File: src/pusm_pkg.sv
package pusm_pkg;

  ////////////////////////////////////////////////////////////////////////////
  // channel layout
  localparam int NUM_SINGLE   = 20;
  localparam int NUM_PAIR     = 4;
  localparam int NUM_CH       = 24;
  localparam int BASE_SINGLE  = 7;
  localparam int BASE_PAIR    = 2;
  localparam int FIRST_INPUT  = 12;
  localparam int FAULT_OFFSET = 108;

  // sinking singles read low when closed
  localparam logic [19:0] NPN_MASK   = 20'h0_03ff;
  // fixed stop kinds per channel, singles 0..19 then pairs 20..23
  localparam logic [23:0] TOP_MASK   = 24'h00_7c1f;
  localparam logic [23:0] ESTOP_MASK = 24'h3b_81e0;
  localparam logic [23:0] ELOCK_MASK = 24'hc4_0200;

  ////////////////////////////////////////////////////////////////////////////
  // register map
  localparam int          ADDR_W       = 6;
  localparam logic [5:0]  REG_CTRL     = 6'h00;
  localparam logic [5:0]  REG_STATUS   = 6'h04;
  localparam logic [5:0]  REG_LIVE     = 6'h08;
  localparam logic [5:0]  REG_IRQ_STAT = 6'h0c;
  localparam logic [5:0]  REG_IRQ_MASK = 6'h10;
  localparam logic [5:0]  REG_LATCHED  = 6'h14;

  localparam int CTRL_OPRST_BIT = 0;
  localparam int ST_TOP_BIT     = 0;
  localparam int ST_ESTOP_BIT   = 1;
  localparam int ST_LOCK_BIT    = 2;
  localparam int ST_FAULT_BIT   = 3;
  localparam int ST_CODE_LSB    = 8;
  localparam int IRQ_W          = 4;
  localparam int IRQ_FAULT_BIT  = 0;
  localparam int IRQ_LSET_BIT   = 1;
  localparam int IRQ_LCLR_BIT   = 2;
  localparam int IRQ_PAIR_BIT   = 3;

  localparam logic [3:0]  IRQ_MASK_RST = 4'h0;
  localparam logic [23:0] CLOSED_RST   = 24'hff_ffff;
  localparam logic [1:0]  RESP_OKAY    = 2'b00;
  localparam logic [1:0]  RESP_SLVERR  = 2'b10;

  ////////////////////////////////////////////////////////////////////////////
  typedef enum logic [1:0] {
    STOP_NONE  = 2'b00,
    STOP_TOP   = 2'b01,
    STOP_ESTOP = 2'b10,
    STOP_ELOCK = 2'b11
  } pusm_stop_kind_t;

  typedef enum logic [1:0] {
    LK_IDLE     = 2'b00,
    LK_LOCKED   = 2'b01,
    LK_SEEN_OFF = 2'b10
  } pusm_lock_state_t;

  typedef struct packed {
    logic topStop;
    logic eStop;
    logic lockRelayOpen;
    logic lockInd;
  } pusm_stop_cmd_t;

  function automatic pusm_stop_kind_t stopKindOf(input logic [4:0] ch);
    if (TOP_MASK[ch]) return STOP_TOP;
    if (ESTOP_MASK[ch]) return STOP_ESTOP;
    if (ELOCK_MASK[ch]) return STOP_ELOCK;
    return STOP_NONE;
  endfunction

  // lowest channel wins when several open together
  function automatic logic [4:0] firstSet(input logic [23:0] v);
    logic [4:0] idx;
    idx = 5'h00;
    for (int i = NUM_CH - 1; i >= 0; i--) begin
      if (v[i]) idx = 5'(i);
    end
    return idx;
  endfunction

endpackage

File: src/pusm_code_rom.sv
`timescale 1ns/1ps
module pusm_code_rom (
  input  wire logic       clk,
  input  wire logic       rst_n,
  input  wire logic [4:0] addr,
  output logic      [7:0] code
);

  logic [7:0] code_q;

  // one code per channel; read data registered
  always_ff @(posedge clk or negedge rst_n) begin
    if (!rst_n) begin
      code_q <= 8'h00;
    end else begin
      code_q <= 8'(addr) + 8'(pusm_pkg::FIRST_INPUT)
              + 8'(pusm_pkg::FAULT_OFFSET);
    end
  end

  assign code = code_q;

endmodule // pusm_code_rom

File: src/pusm_stop_monitor.sv
// Added by the designer: the AXI4-Lite interface to the registers and the placing of the registers.
`timescale 1ns/1ps
// Overview of operation
// - opened input commands its stop, shows code
// - stop kinds are fixed constants
// - singles 12-16, 22-26 give top-stop
// - 17-20,27-29,31 e-stop; 21,30 with lockout
// - pairs 32-33 e-stop; 34-35 with lockout
// - lockout stops open relay, raise indication
// - lockout blocks restart until off-then-mode
// - twenty singles and four checked pairs
// - singles 12-21 sinking, rest sourcing
// - fault code is input number plus 108
module pusm_stop_monitor (
  input  wire logic                   clk,
  input  wire logic                   rst_n,
  input  wire logic [19:0]            singlePin,
  input  wire logic [3:0]             pairPinA,
  input  wire logic [3:0]             pairPinB,
  input  wire logic                   strokeSelOff,
  input  wire logic                   jogMode,
  input  wire logic                   otherRunMode,
  input  wire logic                   operatorReset,
  input  wire logic [5:0]             awaddr,
  input  wire logic                   awvalid,
  output logic                        awready,
  input  wire logic [31:0]            wdata,
  input  wire logic [3:0]             wstrb,
  input  wire logic                   wvalid,
  output logic                        wready,
  output logic [1:0]                  bresp,
  output logic                        bvalid,
  input  wire logic                   bready,
  input  wire logic [5:0]             araddr,
  input  wire logic                   arvalid,
  output logic                        arready,
  output logic [31:0]                 rdata,
  output logic [1:0]                  rresp,
  output logic                        rvalid,
  input  wire logic                   rready,
  output pusm_pkg::pusm_stop_cmd_t    stopCmd,
  output logic                        restartBlock,
  output logic                        faultShown,
  output logic [7:0]                  faultCode,
  output logic                        irq
);

  ////////////////////////////////////////////////////////////////////////////
  // input conditioning
  logic [23:0] closedVec;
  logic [23:0] prevClosed_q;
  logic [23:0] openEvt;
  logic [3:0]  pairDisagree;

  assign closedVec[19:0]  = singlePin ^ pusm_pkg::NPN_MASK;
  assign closedVec[23:20] = pairPinA & pairPinB;
  assign pairDisagree     = pairPinA ^ pairPinB;
  assign openEvt          = prevClosed_q & ~closedVec;

  // starting high means an input open at power-up still stops the press
  always_ff @(posedge clk or negedge rst_n) begin
    if (!rst_n) begin
      prevClosed_q <= pusm_pkg::CLOSED_RST;
    end else begin
      prevClosed_q <= closedVec;
    end
  end

  ////////////////////////////////////////////////////////////////////////////
  // bus write side
  logic        awready_q;
  logic        wready_q;
  logic        bvalid_q;
  logic [1:0]  bresp_q;
  logic        awHave_q;
  logic        wHave_q;
  logic [5:0]  awAddr_q;
  logic [31:0] wData_q;
  logic        wStrb0_q;
  logic        wrFire;
  logic        softReset;
  logic        clrReq;

  assign wrFire    = awHave_q & wHave_q & ~bvalid_q;
  assign softReset = wrFire & wStrb0_q
                   & (awAddr_q == pusm_pkg::REG_CTRL)
                   & wData_q[pusm_pkg::CTRL_OPRST_BIT];
  assign clrReq    = operatorReset | softReset;

  always_ff @(posedge clk or negedge rst_n) begin
    if (!rst_n) begin
      awready_q <= 1'b1;
      wready_q  <= 1'b1;
      awHave_q  <= 1'b0;
      wHave_q   <= 1'b0;
      awAddr_q  <= 6'h00;
      wData_q   <= 32'h0000_0000;
      wStrb0_q  <= 1'b0;
      bvalid_q  <= 1'b0;
      bresp_q   <= pusm_pkg::RESP_OKAY;
    end else begin
      if (awvalid && awready_q) begin
        awready_q <= 1'b0;
        awHave_q  <= 1'b1;
        awAddr_q  <= awaddr;
      end
      if (wvalid && wready_q) begin
        wready_q <= 1'b0;
        wHave_q  <= 1'b1;
        wData_q  <= wdata;
        wStrb0_q <= wstrb[0];
      end
      if (wrFire) begin
        bvalid_q <= 1'b1;
        awHave_q <= 1'b0;
        wHave_q  <= 1'b0;
        case (awAddr_q)
          pusm_pkg::REG_CTRL,
          pusm_pkg::REG_IRQ_STAT,
          pusm_pkg::REG_IRQ_MASK: bresp_q <= pusm_pkg::RESP_OKAY;
          default:                bresp_q <= pusm_pkg::RESP_SLVERR;
        endcase
      end
      if (bvalid_q && bready) begin
        bvalid_q  <= 1'b0;
        awready_q <= 1'b1;
        wready_q  <= 1'b1;
      end
    end
  end

  ////////////////////////////////////////////////////////////////////////////
  // stop latching
  pusm_pkg::pusm_stop_cmd_t stopCmd_q;
  pusm_pkg::pusm_stop_cmd_t stopCmd_d;
  pusm_pkg::pusm_lock_state_t lockState_q;
  pusm_pkg::pusm_lock_state_t lockState_d;
  logic [23:0] topEvt;
  logic [23:0] estopEvt;
  logic [23:0] elockEvt;
  logic        lockClear;
  logic        runSelected;

  always_comb begin
    for (int i = 0; i < pusm_pkg::NUM_CH; i++) begin
      topEvt[i]   = openEvt[i]
                  & (pusm_pkg::stopKindOf(5'(i)) == pusm_pkg::STOP_TOP);
      estopEvt[i] = openEvt[i]
                  & (pusm_pkg::stopKindOf(5'(i)) == pusm_pkg::STOP_ESTOP);
      elockEvt[i] = openEvt[i]
                  & (pusm_pkg::stopKindOf(5'(i)) == pusm_pkg::STOP_ELOCK);
    end
  end

  assign runSelected = jogMode | otherRunMode;

  // lockout only clears after the selector passes through off
  always_comb begin
    lockState_d = lockState_q;
    lockClear   = 1'b0;
    case (lockState_q)
      pusm_pkg::LK_IDLE: begin
        if (|elockEvt) lockState_d = pusm_pkg::LK_LOCKED;
      end
      pusm_pkg::LK_LOCKED: begin
        if (strokeSelOff) lockState_d = pusm_pkg::LK_SEEN_OFF;
      end
      pusm_pkg::LK_SEEN_OFF: begin
        if (|elockEvt) begin
          lockState_d = pusm_pkg::LK_LOCKED;
        end else if (runSelected && !strokeSelOff) begin
          lockState_d = pusm_pkg::LK_IDLE;
          lockClear   = 1'b1;
        end
      end
      default: lockState_d = pusm_pkg::LK_LOCKED;
    endcase
  end

  // a new event wins over a reset in the same cycle
  always_comb begin
    stopCmd_d = stopCmd_q;
    if (clrReq) begin
      stopCmd_d.topStop = 1'b0;
      stopCmd_d.eStop   = 1'b0;
    end
    if (|topEvt) stopCmd_d.topStop = 1'b1;
    if (|(estopEvt | elockEvt)) stopCmd_d.eStop = 1'b1;
    stopCmd_d.lockInd       = lockState_d != pusm_pkg::LK_IDLE;
    stopCmd_d.lockRelayOpen = lockState_d != pusm_pkg::LK_IDLE;
  end

  logic restartBlock_q;

  always_ff @(posedge clk or negedge rst_n) begin
    if (!rst_n) begin
      stopCmd_q      <= '0;
      lockState_q    <= pusm_pkg::LK_IDLE;
      restartBlock_q <= 1'b0;
    end else begin
      stopCmd_q      <= stopCmd_d;
      lockState_q    <= lockState_d;
      restartBlock_q <= stopCmd_d.lockInd | stopCmd_d.eStop
                      | stopCmd_d.topStop;
    end
  end

  ////////////////////////////////////////////////////////////////////////////
  // first-out fault capture and code lookup
  logic       faultValid_q;
  logic       faultShown_q;
  logic [4:0] faultIdx_q;
  logic [7:0] romCode;
  logic [23:0] latched_q;

  always_ff @(posedge clk or negedge rst_n) begin
    if (!rst_n) begin
      faultValid_q <= 1'b0;
      faultIdx_q   <= 5'h00;
      faultShown_q <= 1'b0;
      latched_q    <= 24'h00_0000;
    end else begin
      faultShown_q <= faultValid_q & ~clrReq;
      if (|openEvt && (!faultValid_q || clrReq)) begin
        faultValid_q <= 1'b1;
        faultIdx_q   <= pusm_pkg::firstSet(openEvt);
      end else if (clrReq) begin
        faultValid_q <= 1'b0;
      end
      latched_q <= (clrReq ? 24'h00_0000 : latched_q) | openEvt;
    end
  end

  pusm_code_rom u_code_rom (
    .clk   (clk),
    .rst_n (rst_n),
    .addr  (faultIdx_q),
    .code  (romCode)
  );

  ////////////////////////////////////////////////////////////////////////////
  // interrupts
  logic [3:0] irqStat_q;
  logic [3:0] irqMask_q;
  logic [3:0] irqSet;
  logic [3:0] irqW1c;
  logic       irq_q;

  assign irqSet[pusm_pkg::IRQ_FAULT_BIT] = |openEvt;
  assign irqSet[pusm_pkg::IRQ_LSET_BIT]  = |elockEvt;
  assign irqSet[pusm_pkg::IRQ_LCLR_BIT]  = lockClear;
  assign irqSet[pusm_pkg::IRQ_PAIR_BIT]  =
    |(pairDisagree & prevClosed_q[23:20]);
  assign irqW1c = (wrFire && wStrb0_q
                   && awAddr_q == pusm_pkg::REG_IRQ_STAT)
                ? wData_q[3:0] : 4'h0;

  always_ff @(posedge clk or negedge rst_n) begin
    if (!rst_n) begin
      irqStat_q <= 4'h0;
      irqMask_q <= pusm_pkg::IRQ_MASK_RST;
      irq_q     <= 1'b0;
    end else begin
      irqStat_q <= (irqStat_q & ~irqW1c) | irqSet;
      if (wrFire && wStrb0_q && awAddr_q == pusm_pkg::REG_IRQ_MASK) begin
        irqMask_q <= wData_q[3:0];
      end
      irq_q <= |(((irqStat_q & ~irqW1c) | irqSet) & irqMask_q);
    end
  end

  ////////////////////////////////////////////////////////////////////////////
  // bus read side
  logic        arready_q;
  logic        rvalid_q;
  logic [31:0] rdata_q;
  logic [1:0]  rresp_q;
  logic [31:0] statusWord;

  always_comb begin
    statusWord = 32'h0000_0000;
    statusWord[pusm_pkg::ST_TOP_BIT]   = stopCmd_q.topStop;
    statusWord[pusm_pkg::ST_ESTOP_BIT] = stopCmd_q.eStop;
    statusWord[pusm_pkg::ST_LOCK_BIT]  = stopCmd_q.lockInd;
    statusWord[pusm_pkg::ST_FAULT_BIT] = faultShown_q;
    statusWord[pusm_pkg::ST_CODE_LSB +: 8] = romCode;
  end

  always_ff @(posedge clk or negedge rst_n) begin
    if (!rst_n) begin
      arready_q <= 1'b1;
      rvalid_q  <= 1'b0;
      rdata_q   <= 32'h0000_0000;
      rresp_q   <= pusm_pkg::RESP_OKAY;
    end else begin
      if (arvalid && arready_q) begin
        arready_q <= 1'b0;
        rvalid_q  <= 1'b1;
        rresp_q   <= pusm_pkg::RESP_OKAY;
        case (araddr)
          pusm_pkg::REG_CTRL:     rdata_q <= 32'h0000_0000;
          pusm_pkg::REG_STATUS:   rdata_q <= statusWord;
          pusm_pkg::REG_LIVE:     rdata_q <= {8'h00, ~closedVec};
          pusm_pkg::REG_IRQ_STAT: rdata_q <= {28'h000_0000, irqStat_q};
          pusm_pkg::REG_IRQ_MASK: rdata_q <= {28'h000_0000, irqMask_q};
          pusm_pkg::REG_LATCHED:  rdata_q <= {8'h00, latched_q};
          default: begin
            rdata_q <= 32'h0000_0000;
            rresp_q <= pusm_pkg::RESP_SLVERR;
          end
        endcase
      end
      if (rvalid_q && rready) begin
        rvalid_q  <= 1'b0;
        arready_q <= 1'b1;
      end
    end
  end

  ////////////////////////////////////////////////////////////////////////////
  assign awready      = awready_q;
  assign wready       = wready_q;
  assign bvalid       = bvalid_q;
  assign bresp        = bresp_q;
  assign arready      = arready_q;
  assign rvalid       = rvalid_q;
  assign rdata        = rdata_q;
  assign rresp        = rresp_q;
  assign stopCmd      = stopCmd_q;
  assign restartBlock = restartBlock_q;
  assign faultShown   = faultShown_q;
  assign faultCode    = romCode;
  assign irq          = irq_q;
endmodule // pusm_stop_monitor

File: config.mk
export PLATFORM = sky130hd
export DESIGN_NAME = pusm_stop_monitor
export DESIGN_NICKNAME = d
export VERILOG_FILES = /design/src/pusm_pkg.sv /design/src/pusm_code_rom.sv /design/src/pusm_stop_monitor.sv
export SDC_FILE = /design/constraint.sdc
export NUM_CORES = 1
export LEC_CHECK = 0
export BUFFER_PORTS_ARGS = -buffer_cell sky130_fd_sc_hd__buf_2
export CAP_MARGIN = 5
export CORE_UTILIZATION = 29
export CTS_CLUSTER_SIZE = 14
export DETAILED_ROUTE_END_ITERATION = 6
export REMOVE_ABC_BUFFERS = 1
export SETUP_SLACK_MARGIN = 0.02
export SYNTH_ARGS = -nofsm -noshare
export SYNTH_HDL_FRONTEND = slang
export SYNTH_SLANG_ARGS = --single-unit
File: constraint.sdc
create_clock -name clk -period 2.1 [get_ports clk]
set_input_delay 0.315 -clock clk [delete_from_list [all_inputs] [get_ports clk]]
set_output_delay 0.315 -clock clk [all_outputs]
set_load 0.01 [all_outputs]
Yosys cells after proc, flatten, opt, wreduce, memory -nomap -nowiden
Cells that the tools add are included.
- register bits: 132
- output and inout bits: 56
- $add $sub $neg: 2
- eq/ne operators: 9
- multiplexer cells: 56
- bitwise operators: 24
- reductions and logical operators: 32
- operators by type and width (kind ; number):
    5-bit 2-to-1 mux ; 24
    24-bit one-hot mux with 5 select lines ; 1
    24-bit OR reduction ; 2
    24-bit AND ; 1
    24-bit 2-to-1 mux ; 1
    24-bit inverter ; 1
    22-bit by 24-bit bitwise OR with 24-bit output ; 1
    24-bit bitwise OR ; 1
    1-bit 2-to-1 mux ; 21
    6-bit by 4-bit == test with 1-bit output, second input constant ; 3
    6-bit by 5-bit == test with 1-bit output, second input constant ; 3
    4-bit AND ; 4
    2-bit nonzero test ; 8
    2-bit 2-to-1 mux ; 7
    6-bit zero test ; 2
    4-bit OR reduction ; 3
    1-bit logical AND ; 10
    10-bit inverter ; 1
    10-bit OR reduction ; 1
    8-bit by 7-bit adder with 8-bit output, second input constant ; 1
    5-bit by 4-bit adder with 6-bit output, second input constant ; 1
    1-bit AND ; 6
    6-bit by 3-bit == test with 1-bit output, second input constant ; 1
    2-bit one-hot mux with 3 select lines ; 1
    13 further kinds ; 18

Longest topological paths before layout
- word-level depth: 27
- gate-level depth with buffers: 7
- mapped depth without buffers: 7

By module
A second synthesis with hierarchy kept.
- cell total of the unflattened synthesis: 478
- area total of the unflattened synthesis: 5202.5 sq um
- by module, submodules not included (module ; instances ; cells each ; area each (sq um)):
    pusm_stop_monitor ; 1 ; 464 ; 4979.8
    pusm_code_rom ; 1 ; 14 ; 222.7

Worst setup path before layout
OpenSTA, ideal clock, no wires.
- path kind: reg2reg
- start: register bvalid_q (netlist: bvalid)
- end: register restartBlock_q (netlist: restartBlock)
- data arrival time: 1.718 ns
- required time: 1.969 ns
- path slack: 0.251 ns
- stages on the path, launching flop included: 5
- buffers on the path: 0
- clock period less this slack: 1.849 ns
- cell sequence: dfrtp_1 -> and4b_1 -> a41oi_2 -> a2111o_1 -> or3_1
- RTL lines (item ; line ; text):
    start, declared ; pusm_stop_monitor.sv:73 ; logic bvalid_q;
    start signal, assigned ; pusm_stop_monitor.sv:99 ; bvalid_q <= 1'b0;
    start signal, assigned ; pusm_stop_monitor.sv:114 ; bvalid_q <= 1'b1;
    start signal, assigned ; pusm_stop_monitor.sv:125 ; bvalid_q <= 1'b0;
    end signal, assigned ; pusm_stop_monitor.sv:203 ; restartBlock_q <= stopCmd_d.lockInd | stopCmd_d.eStop
    end, declared ; pusm_stop_monitor.sv:193 ; logic restartBlock_q;

==> flow_metrics.tcl <==
set metrics [dict create \
    finalMaxSlewViolations 0 \
    synth_top_area_frac 0.455 \
    dr.pass1.iters 4 \
    post_cts_buffers 0 \
    pre_cts_slack_ns 0.0204 \
    finalNetCount 711 \
    multi_input_area_mm2 0.00193 \
    status "finished, final reports clean" \
    crit_family "simple AND/OR/NAND/NOR gates" \
    clk_latency_ns 0.42 \
    holdCritPathClass "input pin to flip-flop" \
    antenna_found_initial 1 \
    r2r_slack_ns 0.12 \
    boundaryPins 143 \
    cts-buffers-inserted 17 \
    postLayoutSetupSlackWorst_ns 0.0891 \
    track_usage 0.157 \
    hold_viol 0 \
    finalSetupViolCount 0 \
    h-tree-depth 4 \
    die_width_um 136 \
    total_power_w 0.00678 \
    ant_nets 0 \
    initial_core_util 0.298 \
    synthTopCellsByCount "94 x dfrtp_1, 92 x nand2_1, 36 x o21ai_0, 27 x dfstp_2" \
    rsz0062_at_grt "no" \
    routedWlPerCell_um 15.7 \
    path_buf_inv 2 \
    max_freq_mhz 497 \
    syn_avg_cell_area_um2 10.8 \
    timing.rr.start "bvalid" \
    ir_worst_vdd_v 0.000676 \
    ys_ff_latch 121 \
    design_area_mm2 0.00678 \
    worstPathMaxFanout 5 \
    slew_headroom 0.591 \
    cp_num_cells 7 \
    num_rows 48 \
    post-route-min-period_ns 2.01 \
    core_mm2 0.0174 \
    cts_tree "yes" \
    period_share 0.958 \
    slowest_delay_ns 0.53 \
    ys.flop_type "dfrtp_1" \
    synth_top_area_cell "dfrtp_1" \
    netlist_top_cells_area "dfrtp_1 46%, dfstp_2 14%, nand2_1 6.7%" \
    die_area_mm2 0.0184 \
    powerDensity_mw_per_mm2 1000 \
    nFillCells 1715 \
    num_vias 4036 \
    grt.overflow.total 0 \
    crit_required_ns 2.39 \
    cp-endpoint "restartBlock" \
    grt_pass1_wl_mm 21.7 \
    fin_skew_ns 0.00884 \
    crit_chain "dlygate4sd3_1 -> buf_2 -> nand2b_2 -> nand4_1 -> nand2b_1 -> a2111o_1 -> or3_1" \
    crit_slowest_cell "dlygate4sd3_1" \
    cap_violations 0 \
    synthCells 480 \
    worstSetupEndpointType "flip-flop" \
    clk_path_buf_depth 2 \
    ys_warn_count 0 \
    ff2ff_path_depth 4 \
    post-dp-hpwl_mm 10.1 \
    layout-drive-gt1-share 0.345 \
    synth-edff-count 0 \
    die_y_um 136 \
    place_area_mm2 0.00610 \
    synth_seq_area_share 0.592 \
    critPathArrivalTime_ns 2.30 \
    cts.sinks 121 \
    syn_area_mm2 0.00517 \
    dpl.cell_count 820 \
    viasPerCell 4.71 \
    ys_types 56 \
    drt-initial-drc-count 230 \
    antenna_cells 0 \
    clk_pin_slew_worst_paths_ns 0.06 \
    io_buffers 101 \
    area_delta_synth_final_pct 31.2 \
    final_cells 857 \
    first_global_vias 4248 \
    leakage_nw 3.23 \
    clockRootBuffer "clkbuf_16" \
    critical_path_class "input pin to flip-flop" \
    grt_max_degree 41 \
    critPathLaunch "singlePin[18]" \
    async_flop_share 1.00 \
    gp_congestion 0.839 \
    tightestPinTransition_ns 0.614 \
    r2r_end "restartBlock" \
    cp-start-kind "input pin" \
    regArea_mm2 0.00306 \
    yosysMostFrequentCell "dfrtp_1" \
    post-route-drc-count 0 \
    wl_mm 13.4 \
    fin_util 0.391 \
]
layer usage:
metal / global-route usage / vias up / wire, µm
li1: - / 1921 / -
met1: 0.191 / 1986 / 5830
met2: 0.258 / 102 / 6580
met3: 0.0490 / 25 / 727
met4: 0.0655 / 2 / 279
met5: 0 / - / 13
cell families after synthesis:
logic type      Yosys count  share of synthesized area
simple gates            174                      0.163
flops                   121                      0.592
compound gates          106                      0.136
buf+inv                  48                     0.0438
mux                      25                     0.0523
fa+ha+maj                 5                     0.0121
other cells               1                   0.000726
cell type report:
cell class                 count  area share
clock buffer                  18      0.0648
clock inverter                14      0.0257
inverter                      24      0.0133
multi-input combinational    320       0.285
sequential                   121       0.452
tap                          225      0.0415
timing repair buffer         135       0.118
stage by stage:
step	TNS (ns)	hold WS [ns]
3_3_place_gp	0	0.290
5_1_grt	0	0.00626
2_1_floorplan	-0.115	0.0194
4_1_cts	0	0.000134
6_report	0	0.0195
3_5_place_dp	0	0.302
power by group:
part | switching (W) | total (W) | internal [W]
registers | 0.000218 | 0.00290 | 0.00268
clock network | 0.00109 | 0.00299 | 0.00190
logic | 0.000468 | 0.000891 | 0.000423
total | 0.00178 | 0.00678 | 0.00500
worst min path at each step:
stage | from | endpoint | slack (ns) | cells after the start
floorplan | rst_n | awAddr_q[0] | 0.02 | 0
global placement | rst_n | awAddr_q[5] | 0.29 | 1
global route | singlePin[19] | prevClosed_q[19] | 0.006 | 1
detailed placement | rst_n | rdata[5] | 0.30 | 1
CTS | singlePin[16] | prevClosed_q[16] | 0.0001 | 1
finish | singlePin[16] | prevClosed_q[16] | 0.02 | 1
cell usage in the layout (no fill, tap or decap), drive strengths merged, types with 4 or more instances in the layout:
master / count
buf: 130
a22o: 8
nand4: 5
clkinv: 6
and2: 4
dfrtp: 94
nand2b: 16
dfstp: 27
mux2i: 9
conb: 10
dlygate4sd3: 5
nor2: 23
inv: 25
a22oi: 8
ha: 5
nand3: 10
nand2: 92
mux2: 16
o22ai: 5
a21o: 5
clkinvlp: 4
o21ai: 38
clkbuf: 18
a221oi: 4
nand3b: 4
a21oi: 20
nor2b: 5
state kept, by name, indices dropped and copies added (netlist names), 2 cells and up:
register	cells
latched_q	24
prevClosed_q	24
rdata	24
u_code_rom.code	7
awAddr_q	6
faultIdx_q	5
irqMask_q	4
irqStat_q	4
wData_q	4
stopCmd	3
lockState_q	2
repair_timing:
item                                   CTS  global route
gates resized for setup                  0             4
endpoints found under the hold margin   29             0
setup endpoints to repair                0             3
hold buffers                             5             0
Note: power is estimated with default switching activity, not from simulation.
